### src/hw/pll_gpio_pkg.sv
// Constants, register map and ratio decoding for the PLL ratio and pin1 mux block
//
// Summary of operation
// [RULE1] PLL runs only while pll_power_on is 1; resets to 0.
// [RULE2] Software programs ratio_integer only with values 6 to 12; resets to 1000.
// [RULE3] ratio_fraction is joined from 6 high, 9 middle and 9 low register bits.
// [RULE4] input_halver set divides the master clock by two ahead of the PLL.
// [RULE5] PLL output passes a fixed divide by four, then system_clock_divider.
// [RULE6] Software derives ratio_integer and ratio_fraction from the wanted ratio.
// [RULE7] Software should aim the PLL output near 90 MHz, integer ratio 8 best.
// [RULE8] pin1_function_select picks input, status flags, PLL clock, lock or constants.
// [RULE9] pin1_invert set inverts the driven pin1 level.
// [RULE10] clock_out_divider divides the pin1 PLL clock by one to four.
// [RULE11] After reset pin1 is an input.
// [RULE12] Pin1 as input serves as control select or jack input by mode pin.
// [RULE13] In three-wire mode pin1 is always the control select input.
// [RULE14] Second and third line-input pins serve as jack detection inputs.
// [RULE15] A clock derived from the master clock can leave on pin1.
// [RULE16] core_clock_source picks master clock at 0, PLL path at 1; resets 1.
// [RULE17] system_clock_divider divides by 1, 1.5, 2, 3, 4, 6, 8 or 12; resets 010.
// [RULE18] Pin1 output is combinational from its source, inversion applied last.
package pll_gpio_pkg;

   // ----------------------------------------------------------------
   // Register addresses
   // ----------------------------------------------------------------
   localparam logic [6:0] ADDR_POWER_MGMT = 7'h01;
   localparam logic [6:0] ADDR_CLOCK_CTRL = 7'h06;
   localparam logic [6:0] ADDR_PIN_FUNC = 7'h08;
   localparam logic [6:0] ADDR_INT_RATIO = 7'h24;
   localparam logic [6:0] ADDR_FRAC_HIGH = 7'h25;
   localparam logic [6:0] ADDR_FRAC_MID = 7'h26;
   localparam logic [6:0] ADDR_FRAC_LOW = 7'h27;

   // ----------------------------------------------------------------
   // Reset values
   // ----------------------------------------------------------------
   localparam logic [8:0] RST_POWER_MGMT = 9'h000;
   localparam logic [8:0] RST_CLOCK_CTRL = 9'h140;
   localparam logic [8:0] RST_PIN_FUNC = 9'h000;
   localparam logic [8:0] RST_INT_RATIO = 9'h008;
   localparam logic [8:0] RST_FRAC_HIGH = 9'h00c;
   localparam logic [8:0] RST_FRAC_MID = 9'h093;
   localparam logic [8:0] RST_FRAC_LOW = 9'h0e9;
   localparam logic [8:0] READ_UNMAPPED = 9'h000;

   // ----------------------------------------------------------------
   // Field positions
   // ----------------------------------------------------------------
   localparam int PLL_ON_BIT = 5;
   localparam int HALVER_BIT = 4;
   localparam int INT_MSB = 3;
   localparam int CORE_SRC_BIT = 8;
   localparam int SYSDIV_MSB = 7;
   localparam int SYSDIV_LSB = 5;
   localparam int SEL_MSB = 2;
   localparam int INVERT_BIT = 3;
   localparam int OPDIV_MSB = 5;
   localparam int OPDIV_LSB = 4;
   localparam int FRAC_HIGH_MSB = 5;
   localparam int FRAC_PART_MSB = 8;

   // ----------------------------------------------------------------
   // Pin1 function codes
   // ----------------------------------------------------------------
   localparam logic [2:0] FN_INPUT = 3'h0;
   localparam logic [2:0] FN_RESERVED = 3'h1;
   localparam logic [2:0] FN_TEMP_OK = 3'h2;
   localparam logic [2:0] FN_MUTE = 3'h3;
   localparam logic [2:0] FN_PLL_CLK = 3'h4;
   localparam logic [2:0] FN_PLL_LOCK = 3'h5;
   localparam logic [2:0] FN_LOW = 3'h6;
   localparam logic [2:0] FN_HIGH = 3'h7;

   // ----------------------------------------------------------------
   // Dividers, counted in half steps so that 1.5 is exact
   // ----------------------------------------------------------------
   localparam logic [4:0] RATIO2_FIXED_PLL = 5'h08;
   localparam logic [4:0] RATIO2_STEP = 5'h02;
   localparam int SYNC_W = 4;
   localparam int PIN_IDX_PIN1 = 0;
   localparam int PIN_IDX_MODE = 1;
   localparam int PIN_IDX_LINE2 = 2;
   localparam int PIN_IDX_LINE3 = 3;

   function automatic logic [4:0] system_clock_ratio2(input logic [2:0] code);
      case (code)
         3'h0: system_clock_ratio2 = 5'h02;
         3'h1: system_clock_ratio2 = 5'h03;
         3'h2: system_clock_ratio2 = 5'h04;
         3'h3: system_clock_ratio2 = 5'h06;
         3'h4: system_clock_ratio2 = 5'h08;
         3'h5: system_clock_ratio2 = 5'h0c;
         3'h6: system_clock_ratio2 = 5'h10;
         default: system_clock_ratio2 = 5'h18;
      endcase
   endfunction

   function automatic logic [4:0] opclk_ratio2(input logic [1:0] code);
      case (code)
         2'h0: opclk_ratio2 = 5'h02;
         2'h1: opclk_ratio2 = 5'h04;
         2'h2: opclk_ratio2 = 5'h06;
         default: opclk_ratio2 = 5'h08;
      endcase
   endfunction

endpackage

### src/hw/tick_div_if.sv
// Interface carrying a tick stream and its ratio into a tick divider
`timescale 1ns/10ps
interface tick_div_if;
   logic tick_in;
   logic [4:0] ratio2;
   logic tick_out;
   modport src (output tick_in, output ratio2, input tick_out);
   modport div (input tick_in, input ratio2, output tick_out);
endinterface

### src/hw/pin_sync.sv
// Three-stage synchroniser with agreement filter for pin inputs
`timescale 1ns/10ps
module pin_sync #(
   parameter int W = pll_gpio_pkg::SYNC_W
) (
   input wire logic ref_clk,
   input wire logic reset,
   input wire logic clk_en,
   input wire logic [W-1:0] pin,
   output logic [W-1:0] level
);
   logic [W-1:0] s1_r, s2_r, s3_r, level_r;
   logic [W-1:0] s1_nxt, s2_nxt, s3_nxt, level_nxt;

   // ----------------------------------------------------------------
   // Per-bit stages
   // ----------------------------------------------------------------
   genvar i;
   generate
      for (i = 0; i < W; i++) begin : g_bit
         always_comb begin
            s1_nxt[i] = pin[i];
            s2_nxt[i] = s1_r[i];
            s3_nxt[i] = s2_r[i];
            // Only stages two and three are compared; stage one may be metastable
            level_nxt[i] = (s2_r[i] == s3_r[i]) ? s3_r[i] : level_r[i];
         end
      end
   endgenerate

   always_ff @(posedge ref_clk) begin
      if (reset) begin
         s1_r <= '0;
         s2_r <= '0;
         s3_r <= '0;
         level_r <= '0;
      end else if (clk_en) begin
         s1_r <= s1_nxt;
         s2_r <= s2_nxt;
         s3_r <= s3_nxt;
         level_r <= level_nxt;
      end
   end

   assign level = level_r;
endmodule

### src/hw/tick_divider.sv
// Half-step accumulating divider for tick streams
`timescale 1ns/10ps
module tick_divider (
   input wire logic ref_clk,
   input wire logic reset,
   input wire logic clk_en,
   tick_div_if.div port
);
   logic [4:0] acc_r, acc_nxt;
   logic out_r, out_nxt;
   logic [5:0] sum;
   logic [5:0] lim;

   // ----------------------------------------------------------------
   // Each input tick adds two half steps; one output per ratio2 steps
   // ----------------------------------------------------------------
   always_comb begin
      lim = (port.ratio2 == 5'h00) ? {1'b0, pll_gpio_pkg::RATIO2_STEP} : {1'b0, port.ratio2};
      sum = {1'b0, acc_r} + {1'b0, pll_gpio_pkg::RATIO2_STEP};
      acc_nxt = acc_r;
      out_nxt = 1'b0;
      if (port.tick_in) begin
         if (sum >= lim) begin
            acc_nxt = 5'(sum - lim); // [RULE17]
            out_nxt = 1'b1;
         end else begin
            acc_nxt = sum[4:0];
         end
      end
   end

   always_ff @(posedge ref_clk) begin
      if (reset) begin
         acc_r <= 5'h00;
         out_r <= 1'b0;
      end else if (clk_en) begin
         acc_r <= acc_nxt;
         out_r <= out_nxt;
      end
   end

   assign port.tick_out = out_r;
endmodule

### src/hw/pll_ratio_and_gpio_pin_mux.sv
// Clock control registers, PLL ratio outputs and pin1 function mux
`timescale 1ns/10ps
module pll_ratio_and_gpio_pin_mux (
   input wire logic ref_clk,
   input wire logic reset,
   input wire logic clk_en,
   input wire logic reg_wr_en,
   input wire logic reg_rd_en,
   input wire logic [6:0] reg_addr,
   input wire logic [8:0] reg_wdata,
   output logic [8:0] reg_rdata,
   output logic pll_power_on,
   output logic input_halver,
   output logic [3:0] ratio_integer,
   output logic [23:0] ratio_fraction,
   output logic pll_ref_tick,
   input wire logic pll_out_tick,
   input wire logic pll_lock,
   input wire logic temp_ok,
   input wire logic auto_mute_flag,
   output logic core_clock_source,
   output logic system_clock_tick,
   input wire logic pin1_in,
   output logic pin1_out,
   output logic pin1_oe,
   input wire logic mode_pin,
   input wire logic line2_pin,
   input wire logic line3_pin,
   output logic control_select_n,
   output logic jack_pin1,
   output logic jack_pin1_valid,
   output logic jack_pin2,
   output logic jack_pin3
);

   // ----------------------------------------------------------------
   // Register file
   // ----------------------------------------------------------------
   logic [8:0] power_management_one_r, power_management_one_nxt;
   logic [8:0] clock_control_r, clock_control_nxt;
   logic [8:0] pin_function_control_r, pin_function_control_nxt;
   logic [8:0] pll_integer_ratio_r, pll_integer_ratio_nxt;
   logic [8:0] pll_fraction_high_r, pll_fraction_high_nxt;
   logic [8:0] pll_fraction_mid_r, pll_fraction_mid_nxt;
   logic [8:0] pll_fraction_low_r, pll_fraction_low_nxt;
   logic [8:0] rdata_r, rdata_nxt;

   always_comb begin
      power_management_one_nxt = power_management_one_r;
      clock_control_nxt = clock_control_r;
      pin_function_control_nxt = pin_function_control_r;
      pll_integer_ratio_nxt = pll_integer_ratio_r;
      pll_fraction_high_nxt = pll_fraction_high_r;
      pll_fraction_mid_nxt = pll_fraction_mid_r;
      pll_fraction_low_nxt = pll_fraction_low_r;
      rdata_nxt = rdata_r;
      if (reg_wr_en) begin
         case (reg_addr)
            pll_gpio_pkg::ADDR_POWER_MGMT: power_management_one_nxt = reg_wdata;
            pll_gpio_pkg::ADDR_CLOCK_CTRL: clock_control_nxt = reg_wdata;
            pll_gpio_pkg::ADDR_PIN_FUNC: pin_function_control_nxt = reg_wdata;
            // Ratio range is left to software; any value is stored as written
            pll_gpio_pkg::ADDR_INT_RATIO: pll_integer_ratio_nxt = reg_wdata; // [RULE2]
            pll_gpio_pkg::ADDR_FRAC_HIGH: pll_fraction_high_nxt = reg_wdata;
            pll_gpio_pkg::ADDR_FRAC_MID: pll_fraction_mid_nxt = reg_wdata;
            pll_gpio_pkg::ADDR_FRAC_LOW: pll_fraction_low_nxt = reg_wdata;
            default: ;
         endcase
      end
      if (reg_rd_en) begin
         case (reg_addr)
            pll_gpio_pkg::ADDR_POWER_MGMT: rdata_nxt = power_management_one_r;
            pll_gpio_pkg::ADDR_CLOCK_CTRL: rdata_nxt = clock_control_r;
            pll_gpio_pkg::ADDR_PIN_FUNC: rdata_nxt = pin_function_control_r;
            pll_gpio_pkg::ADDR_INT_RATIO: rdata_nxt = pll_integer_ratio_r;
            pll_gpio_pkg::ADDR_FRAC_HIGH: rdata_nxt = pll_fraction_high_r;
            pll_gpio_pkg::ADDR_FRAC_MID: rdata_nxt = pll_fraction_mid_r;
            pll_gpio_pkg::ADDR_FRAC_LOW: rdata_nxt = pll_fraction_low_r;
            default: rdata_nxt = pll_gpio_pkg::READ_UNMAPPED;
         endcase
      end
   end

   always_ff @(posedge ref_clk) begin
      if (reset) begin
         power_management_one_r <= pll_gpio_pkg::RST_POWER_MGMT; // [RULE1]
         clock_control_r <= pll_gpio_pkg::RST_CLOCK_CTRL; // [RULE16] [RULE17]
         pin_function_control_r <= pll_gpio_pkg::RST_PIN_FUNC; // [RULE11]
         pll_integer_ratio_r <= pll_gpio_pkg::RST_INT_RATIO;
         pll_fraction_high_r <= pll_gpio_pkg::RST_FRAC_HIGH;
         pll_fraction_mid_r <= pll_gpio_pkg::RST_FRAC_MID;
         pll_fraction_low_r <= pll_gpio_pkg::RST_FRAC_LOW;
         rdata_r <= pll_gpio_pkg::READ_UNMAPPED;
      end else if (clk_en) begin
         power_management_one_r <= power_management_one_nxt;
         clock_control_r <= clock_control_nxt;
         pin_function_control_r <= pin_function_control_nxt;
         pll_integer_ratio_r <= pll_integer_ratio_nxt;
         pll_fraction_high_r <= pll_fraction_high_nxt;
         pll_fraction_mid_r <= pll_fraction_mid_nxt;
         pll_fraction_low_r <= pll_fraction_low_nxt;
         rdata_r <= rdata_nxt;
      end
   end

   assign reg_rdata = rdata_r;

   // ----------------------------------------------------------------
   // Field decode
   // ----------------------------------------------------------------
   logic [2:0] fn_sel;
   logic fn_invert;
   logic [1:0] opdiv_code;
   logic [2:0] sysdiv_code;

   assign pll_power_on = power_management_one_r[pll_gpio_pkg::PLL_ON_BIT]; // [RULE1]
   assign input_halver = pll_integer_ratio_r[pll_gpio_pkg::HALVER_BIT];
   assign ratio_integer = pll_integer_ratio_r[pll_gpio_pkg::INT_MSB:0];
   assign ratio_fraction = {pll_fraction_high_r[pll_gpio_pkg::FRAC_HIGH_MSB:0],
                            pll_fraction_mid_r[pll_gpio_pkg::FRAC_PART_MSB:0],
                            pll_fraction_low_r[pll_gpio_pkg::FRAC_PART_MSB:0]}; // [RULE3]
   assign core_clock_source = clock_control_r[pll_gpio_pkg::CORE_SRC_BIT];
   assign sysdiv_code = clock_control_r[pll_gpio_pkg::SYSDIV_MSB:pll_gpio_pkg::SYSDIV_LSB];
   assign fn_sel = pin_function_control_r[pll_gpio_pkg::SEL_MSB:0];
   assign fn_invert = pin_function_control_r[pll_gpio_pkg::INVERT_BIT];
   assign opdiv_code = pin_function_control_r[pll_gpio_pkg::OPDIV_MSB:pll_gpio_pkg::OPDIV_LSB];

   // ----------------------------------------------------------------
   // Master clock prescaler toward the PLL
   // ----------------------------------------------------------------
   logic halve_phase_r, halve_phase_nxt;

   always_comb begin
      halve_phase_nxt = halve_phase_r;
      if (pll_power_on && input_halver) begin
         halve_phase_nxt = ~halve_phase_r;
      end else begin
         halve_phase_nxt = 1'b0;
      end
   end

   always_ff @(posedge ref_clk) begin
      if (reset) begin
         halve_phase_r <= 1'b0;
      end else if (clk_en) begin
         halve_phase_r <= halve_phase_nxt;
      end
   end

   // While the PLL is on, every master cycle is a reference tick; halving keeps every second one
   assign pll_ref_tick = pll_power_on & (~input_halver | halve_phase_r); // [RULE4] [RULE1]

   // ----------------------------------------------------------------
   // PLL output path: fixed divide by four, then core and pin dividers
   // ----------------------------------------------------------------
   tick_div_if pll_fixed_if();
   tick_div_if system_clock_if();
   tick_div_if opclk_if();

   logic pll_tick_gated;
   // A PLL that is off produces no ticks even if the model keeps pulsing
   assign pll_tick_gated = pll_out_tick & pll_power_on; // [RULE1]

   assign pll_fixed_if.tick_in = pll_tick_gated;
   assign pll_fixed_if.ratio2 = pll_gpio_pkg::RATIO2_FIXED_PLL; // [RULE5]

   tick_divider u_pll_fixed (
      .ref_clk(ref_clk),
      .reset(reset),
      .clk_en(clk_en),
      .port(pll_fixed_if)
   );

   // Master clock ticks every cycle, PLL path ticks after the fixed divider
   assign system_clock_if.tick_in = core_clock_source ? pll_fixed_if.tick_out : 1'b1; // [RULE16]
   assign system_clock_if.ratio2 = pll_gpio_pkg::system_clock_ratio2(sysdiv_code); // [RULE17] [RULE5]

   tick_divider u_system_clock (
      .ref_clk(ref_clk),
      .reset(reset),
      .clk_en(clk_en),
      .port(system_clock_if)
   );

   assign system_clock_tick = system_clock_if.tick_out;

   assign opclk_if.tick_in = pll_fixed_if.tick_out;
   assign opclk_if.ratio2 = pll_gpio_pkg::opclk_ratio2(opdiv_code); // [RULE10]

   tick_divider u_opclk (
      .ref_clk(ref_clk),
      .reset(reset),
      .clk_en(clk_en),
      .port(opclk_if)
   );

   // Square wave for pin1: toggles on each divided tick, so its period is two ticks
   logic opclk_level_r, opclk_level_nxt;

   always_comb begin
      opclk_level_nxt = opclk_level_r;
      if (opclk_if.tick_out) begin
         opclk_level_nxt = ~opclk_level_r; // [RULE15]
      end
   end

   always_ff @(posedge ref_clk) begin
      if (reset) begin
         opclk_level_r <= 1'b0;
      end else if (clk_en) begin
         opclk_level_r <= opclk_level_nxt;
      end
   end

   // ----------------------------------------------------------------
   // Pin synchronisers
   // ----------------------------------------------------------------
   logic [pll_gpio_pkg::SYNC_W-1:0] pin_raw;
   logic [pll_gpio_pkg::SYNC_W-1:0] pin_lvl;

   assign pin_raw[pll_gpio_pkg::PIN_IDX_PIN1] = pin1_in;
   assign pin_raw[pll_gpio_pkg::PIN_IDX_MODE] = mode_pin;
   assign pin_raw[pll_gpio_pkg::PIN_IDX_LINE2] = line2_pin;
   assign pin_raw[pll_gpio_pkg::PIN_IDX_LINE3] = line3_pin;

   pin_sync #(
      .W(pll_gpio_pkg::SYNC_W)
   ) u_pin_sync (
      .ref_clk(ref_clk),
      .reset(reset),
      .clk_en(clk_en),
      .pin(pin_raw),
      .level(pin_lvl)
   );

   logic three_wire;
   logic pin1_lvl;
   assign three_wire = pin_lvl[pll_gpio_pkg::PIN_IDX_MODE];
   assign pin1_lvl = pin_lvl[pll_gpio_pkg::PIN_IDX_PIN1];

   // ----------------------------------------------------------------
   // Pin1 function mux
   // ----------------------------------------------------------------
   logic pin1_src;
   logic pin1_drive;

   always_comb begin
      pin1_src = 1'b0;
      pin1_drive = 1'b1;
      case (fn_sel) // [RULE8]
         pll_gpio_pkg::FN_INPUT: pin1_drive = 1'b0; // [RULE11]
         // Reserved code is kept safe by leaving the pin undriven
         pll_gpio_pkg::FN_RESERVED: pin1_drive = 1'b0;
         pll_gpio_pkg::FN_TEMP_OK: pin1_src = temp_ok;
         pll_gpio_pkg::FN_MUTE: pin1_src = auto_mute_flag;
         pll_gpio_pkg::FN_PLL_CLK: pin1_src = opclk_level_r; // [RULE15]
         pll_gpio_pkg::FN_PLL_LOCK: pin1_src = pll_lock;
         pll_gpio_pkg::FN_LOW: pin1_src = 1'b0;
         pll_gpio_pkg::FN_HIGH: pin1_src = 1'b1;
         default: pin1_drive = 1'b0;
      endcase
      if (three_wire) begin
         pin1_drive = 1'b0; // [RULE13]
      end
   end

   // Inversion last, no register, so a new setting shows in the same cycle it is stored
   assign pin1_out = pin1_drive & (pin1_src ^ fn_invert); // [RULE18] [RULE9]
   assign pin1_oe = pin1_drive;

   // ----------------------------------------------------------------
   // Pin1 as input, and the jack inputs
   // ----------------------------------------------------------------
   // Select is inactive high when pin1 is not the control select
   assign control_select_n = three_wire ? pin1_lvl : 1'b1; // [RULE12] [RULE13]
   assign jack_pin1_valid = ~three_wire & (fn_sel == pll_gpio_pkg::FN_INPUT); // [RULE12]
   assign jack_pin1 = jack_pin1_valid & pin1_lvl; // [RULE12]
   assign jack_pin2 = pin_lvl[pll_gpio_pkg::PIN_IDX_LINE2]; // [RULE14]
   assign jack_pin3 = pin_lvl[pll_gpio_pkg::PIN_IDX_LINE3]; // [RULE14]

endmodule

### config.mk
export PLATFORM = sky130hd
export DESIGN_NAME = pll_ratio_and_gpio_pin_mux
export DESIGN_NICKNAME = d
export VERILOG_FILES = /design/src/hw/pll_gpio_pkg.sv /design/src/hw/tick_div_if.sv /design/src/hw/pin_sync.sv /design/src/hw/tick_divider.sv /design/src/hw/pll_ratio_and_gpio_pin_mux.sv
export SDC_FILE = /design/constraint.sdc
export NUM_CORES = 1
export LEC_CHECK = 0
export ABC_CLOCK_PERIOD_IN_PS = 2450
export BUFFER_PORTS_ARGS = -buffer_cell sky130_fd_sc_hd__buf_2
export CORE_ASPECT_RATIO = 0.5
export CORE_MARGIN = 5
export CORE_UTILIZATION = 57
export DETAILED_ROUTE_END_ITERATION = 12
export GPL_ROUTABILITY_DRIVEN = 0
export PLACE_DENSITY_LB_ADDON = 0.15
export SYNTH_ARGS = -nofsm -noshare
export SYNTH_HDL_FRONTEND = slang
export SYNTH_SLANG_ARGS = --single-unit
### constraint.sdc
create_clock -name ref_clk -period 2.45 [get_ports ref_clk]
set_input_delay 0.49 -clock ref_clk [delete_from_list [all_inputs] [get_ports ref_clk]]
set_output_delay 0.49 -clock ref_clk [all_outputs]
set_load 0.02 [all_outputs]
==> metrics.md <==
| Metric | Value |
|---|---|
| Hold path cells | `3` |
| Count of placed standard cells including taps | `726` |
| Starting Density | `59.0%` |
| Number of hold violations in the final report | `0` |
| Sequential share of power | `52.5%` |
| Switching fraction of total power | `24.3%` |
| Setup repair after global routing missed its margin | `no` |
| Psw | `0.000803 W` |
| Sink of the worst hold path | `u_pin_sync.s1_r[3]` |
| Number of hold-repair buffers added at the cts stage | `0` |
| Crit path setup slack, layout | `0.115 ns` |
| TritonCTS buffer count | `9` |
| Power Dens Cells | `558 nW/um^2` |
| Clk sinks | `106` |
| Most common cell on crit path | `ha_1` |
| First-pass DRT Iterations | `5` |
| Timing-limited maximum frequency | `428 MHz` |
| Proportion of synthesized flip-flops having asynchronous set or reset | `0%` |
| Antenna violation net count after detailed routing | `0` |
| Clock period minus final worst setup slack | `2.34 ns` |
| Post-Synthesis Net Count | `603` |
| Crit path DAT | `2.60 ns` |
| Library cell with the largest summed area after synthesis | `dfxtp_1` |
| Flip-flop and latch count after synthesis | `106` |
| Origin of the critical flop-to-flop path | `u_opclk.acc_r[1]` |
| Gate count of the mapped netlist | `558` |
| Horiz. Die Dim | `145 um` |
| Clock Power Share | `42.0%` |
| Data required time at the worst endpoint | `2.71 ns` |
| Top cells by area, synth | `dfxtp_1 (41%), mux2i_1 (16%), nor2_1 (5.5%), mux4_2 (3.5%), ha_1 (3.4%)` |
| Final cycle utilization of the critical path | `95.3%` |
| Cell area after synthesis | `5190 um^2` |
| Number of buffers between clock root and the deepest sink | `2` |
| Hold Startpoint | `line3_pin` |
| Cell-internal power | `0.00250 W` |
| Path type of the worst min-delay path | `in2reg` |
| Synth Flop Type | `dfxtp_1` |
| Library cell contributing the largest single delay on the critical path | `dfxtp_1` |
| Status | `completed` |
| DIE AREA | `11200 um^2` |
| Routed length per placed instance | `16.6 um` |
| Final global-route overflow total | `0` |
| Setup crit start kind | `register` |
| Series of cell instances along the critical path | `ha_1, ha_1, nor2b_1, o21ai_1, nand4b_1, buf_4, mux2i_1, a311oi_1` |
| Classification of the worst setup path | `reg2reg` |
| Reg-to-Reg End | `u_opclk.acc_r[2]` |
| Maximum VDD drop | `0.359 mV` |
| Number of global-route vias before repair | `4108` |
| Top-area cell type share of the netlist area | `40.9%` |
| Count of non-filler cells in the finished layout | `743` |
| Drt initial violations | `313` |
| Total DRC errors in the routed layout | `0` |
| Number of antenna violations at the first check in global routing | `0` |
| Least-Margin Pin Slew | `0.697 ns` |
| Count of cell types in the netlist | `59` |
| Number of antenna repair diodes | `0` |
| Rows | `24` |
| Largest driver fanout on the critical path | `6` |
| Reported max-cap violation count | `0` |
| Number of setup violations in the final report | `0` |
| Largest net degree at the start of global routing | `56` |
| Post-detailed-routing wire length | `12300 um` |
| Lkg Pwr | `2.62 nW` |
| Slew Viols, Final | `0` |
| Overall power of the completed layout | `0.00331 W` |
| Clock-pin transition on the worst setup and hold timing paths | `0.07 ns` |
| Global-route wire length before repair | `20900 um` |
| Sequential cell area fraction in the yosys report | `40.9%` |
| Clk Tree Root Cell | `clkbuf_16` |
| Worst R2R Path Depth | `8` |
| H-tree depth | `3` |
| Area added between synthesis and finish | `14.2%` |
| Core area | `8800 um^2` |
| Ratio of cells with drive above 1 in the final layout | `19.6%` |
| Vert. Die Dim | `77.5 um` |
| Number of nets at the end of the flow | `666` |
| Skew final | `0.0124 ns` |
| Type of destination of the critical path | `register` |
| Count of pins on the block boundary | `78` |
| Warnings, synthesis | `0` |
| All-layer global routing usage | `22.3%` |
| Average via count per standard cell | `5.73` |
| Number of port buffers | `77` |
| Portion of total power attributed to combinational logic | `5.5%` |
| Half-perimeter wire length after detailed placement | `8800 um` |
| Average cell area after synthesis | `9.31 um^2` |
| Clock latency at the later pin of the worst-skew pair | `0.35 ns` |
| Max-Slew Margin vs Limit | `53.5%` |
| Via count of the routed design | `4255` |
| Post-synth EDFFs | `0` |
| Setup WS pre-CTS | `0.122 ns` |
| Post-route setup TNS | `0 ns` |
| Clock tree from TritonCTS | `done` |
| Delay of the slowest cell on the worst path | `0.42 ns` |
| Setup slack on the worst flop-to-flop path | `0.11 ns` |
==> per-stage QoR <==
stage | hold slack [ns] | area [um^2] | utilization, %
after floorplan | 0.441 | 5190 | -
after global placement | 0.450 | 5640 | 64.1
after detailed placement | 0.457 | 5640 | 64.1
after CTS | 0.364 | 5920 | 67.3
after global routing | 0.359 | 5930 | 67.4
final | 0.373 | 5930 | 67.4
==> worst max path at each step <==
stage                          start          endpoint  slack, ns
floorplan           u_opclk.acc_r[1]  u_opclk.acc_r[3]       0.31
global placement    u_opclk.acc_r[1]  u_opclk.acc_r[3]       0.17
detailed placement  u_opclk.acc_r[1]  u_opclk.acc_r[3]       0.12
CTS                 u_opclk.acc_r[1]  u_opclk.acc_r[3]       0.09
global route        u_opclk.acc_r[1]  u_opclk.acc_r[3]       0.01
finish              u_opclk.acc_r[1]  u_opclk.acc_r[2]       0.11
==> flip-flops by register name, summed over array words and instances, names as in the netlist, 5 cells and up <==
| signal | count |
|---|---|
| clock_control_r | 9 |
| pll_integer_ratio_r | 9 |
| pll_fraction_high_r | 9 |
| pin_function_control_r | 9 |
| pll_fraction_low_r | 9 |
| pll_fraction_mid_r | 9 |
| power_management_one_r | 9 |
| reg_rdata | 9 |
| u_system_clock.acc_r | 5 |
==> synthesized netlist by cell type, types with 3 or more instances <==
cell	count
dfxtp_1	106
mux2i_1	81
nor2_1	76
nand2_1	42
a21oi_1	29
o21ai_0	26
nand3_1	15
ha_1	14
inv_1	13
buf_4	12
a22o_1	11
clkbuf_1	11
nor2b_1	10
buf_2	9
mux4_2	8
and2_1	7
nand2b_1	6
nor3_1	6
xor2_1	6
a22oi_1	5
buf_1	5
xnor2_1	5
and3_1	4
or3_1	4
a311oi_1	3
o21a_1	3
==> power groups by stage <==
stage / Sequential [W] / Combinational, W / Clock, W
6_report: 0.00173 / 0.000182 / 0.00139
5_1_grt: 0.00174 / 0.000196 / 0.00151
4_1_cts: 0.00173 / 0.000181 / 0.00141
3_5_place_dp: 0.00178 / 0.000180 / 0
3_3_place_gp: 0.00177 / 0.000181 / 0
2_1_floorplan: 0.00177 / 0.000101 / 0
==> layer usage <==
metal | track usage [%] | vias up | wire, um
li1 | - | 2084 | -
met1 | 31.2 | 2038 | 5890
met2 | 35.1 | 118 | 5500
met3 | 5.59 | 15 | 809
met4 | 4.89 | 0 | 132
met5 | 0 | - | 0
==> final cells by class <==
type	instances	area, um^2
clock buffer	9	225
sequential	106	2120
timing repair buffer	91	515
clock inverter	7	57.6
multi-input combinational	399	2810
tap	117	146
inverter	14	52.6
fill	727	2870
==> repair_timing <==
action                                  CTS  global route
resized for setup                         0             1
endpoints found under the setup margin    0             5
buffers inserted                          0             1
==> cell families after synthesis <==
| family | count (synthesis) | share of synthesized area [%] |
|---|---|---|
| multiplexers | 89 | 19.1 |
| adder cells (fa/ha/maj) | 16 | 4.14 |
| flip-flops | 106 | 40.9 |
| AND/OR/NAND/NOR | 187 | 17.2 |
| AO/OA/AOI/OAI | 96 | 11.7 |
| XOR/XNOR | 11 | 1.86 |
| buffers and inverters | 53 | 5.08 |
==> worst max-delay path, delay by kind of cell, from the launching register on <==
| kind | cells | cell delay [ns] |
|---|---|---|
| AO/OA/AOI/OAI | 2 | 0.43 |
| adder cells (fa/ha/maj) | 2 | 0.63 |
| buffers and inverters | 1 | 0.23 |
| flip-flops | 1 | 0.42 |
| multiplexers | 1 | 0.13 |
| AND/OR/NAND/NOR | 2 | 0.40 |
==> placed cells by master, fill, tap and decap left out, types with 11 or more instances in the layout <==
cell type    n
o21ai_0     26
inv_1       13
a22o_1      11
buf_4       12
nand3_1     15
a21oi_1     29
nand2_1     41
dfxtp_1    106
nor2_1      76
buf_2       77
ha_1        14
mux2i_1     81
Note: power is estimated with default switching activity, not from simulation.
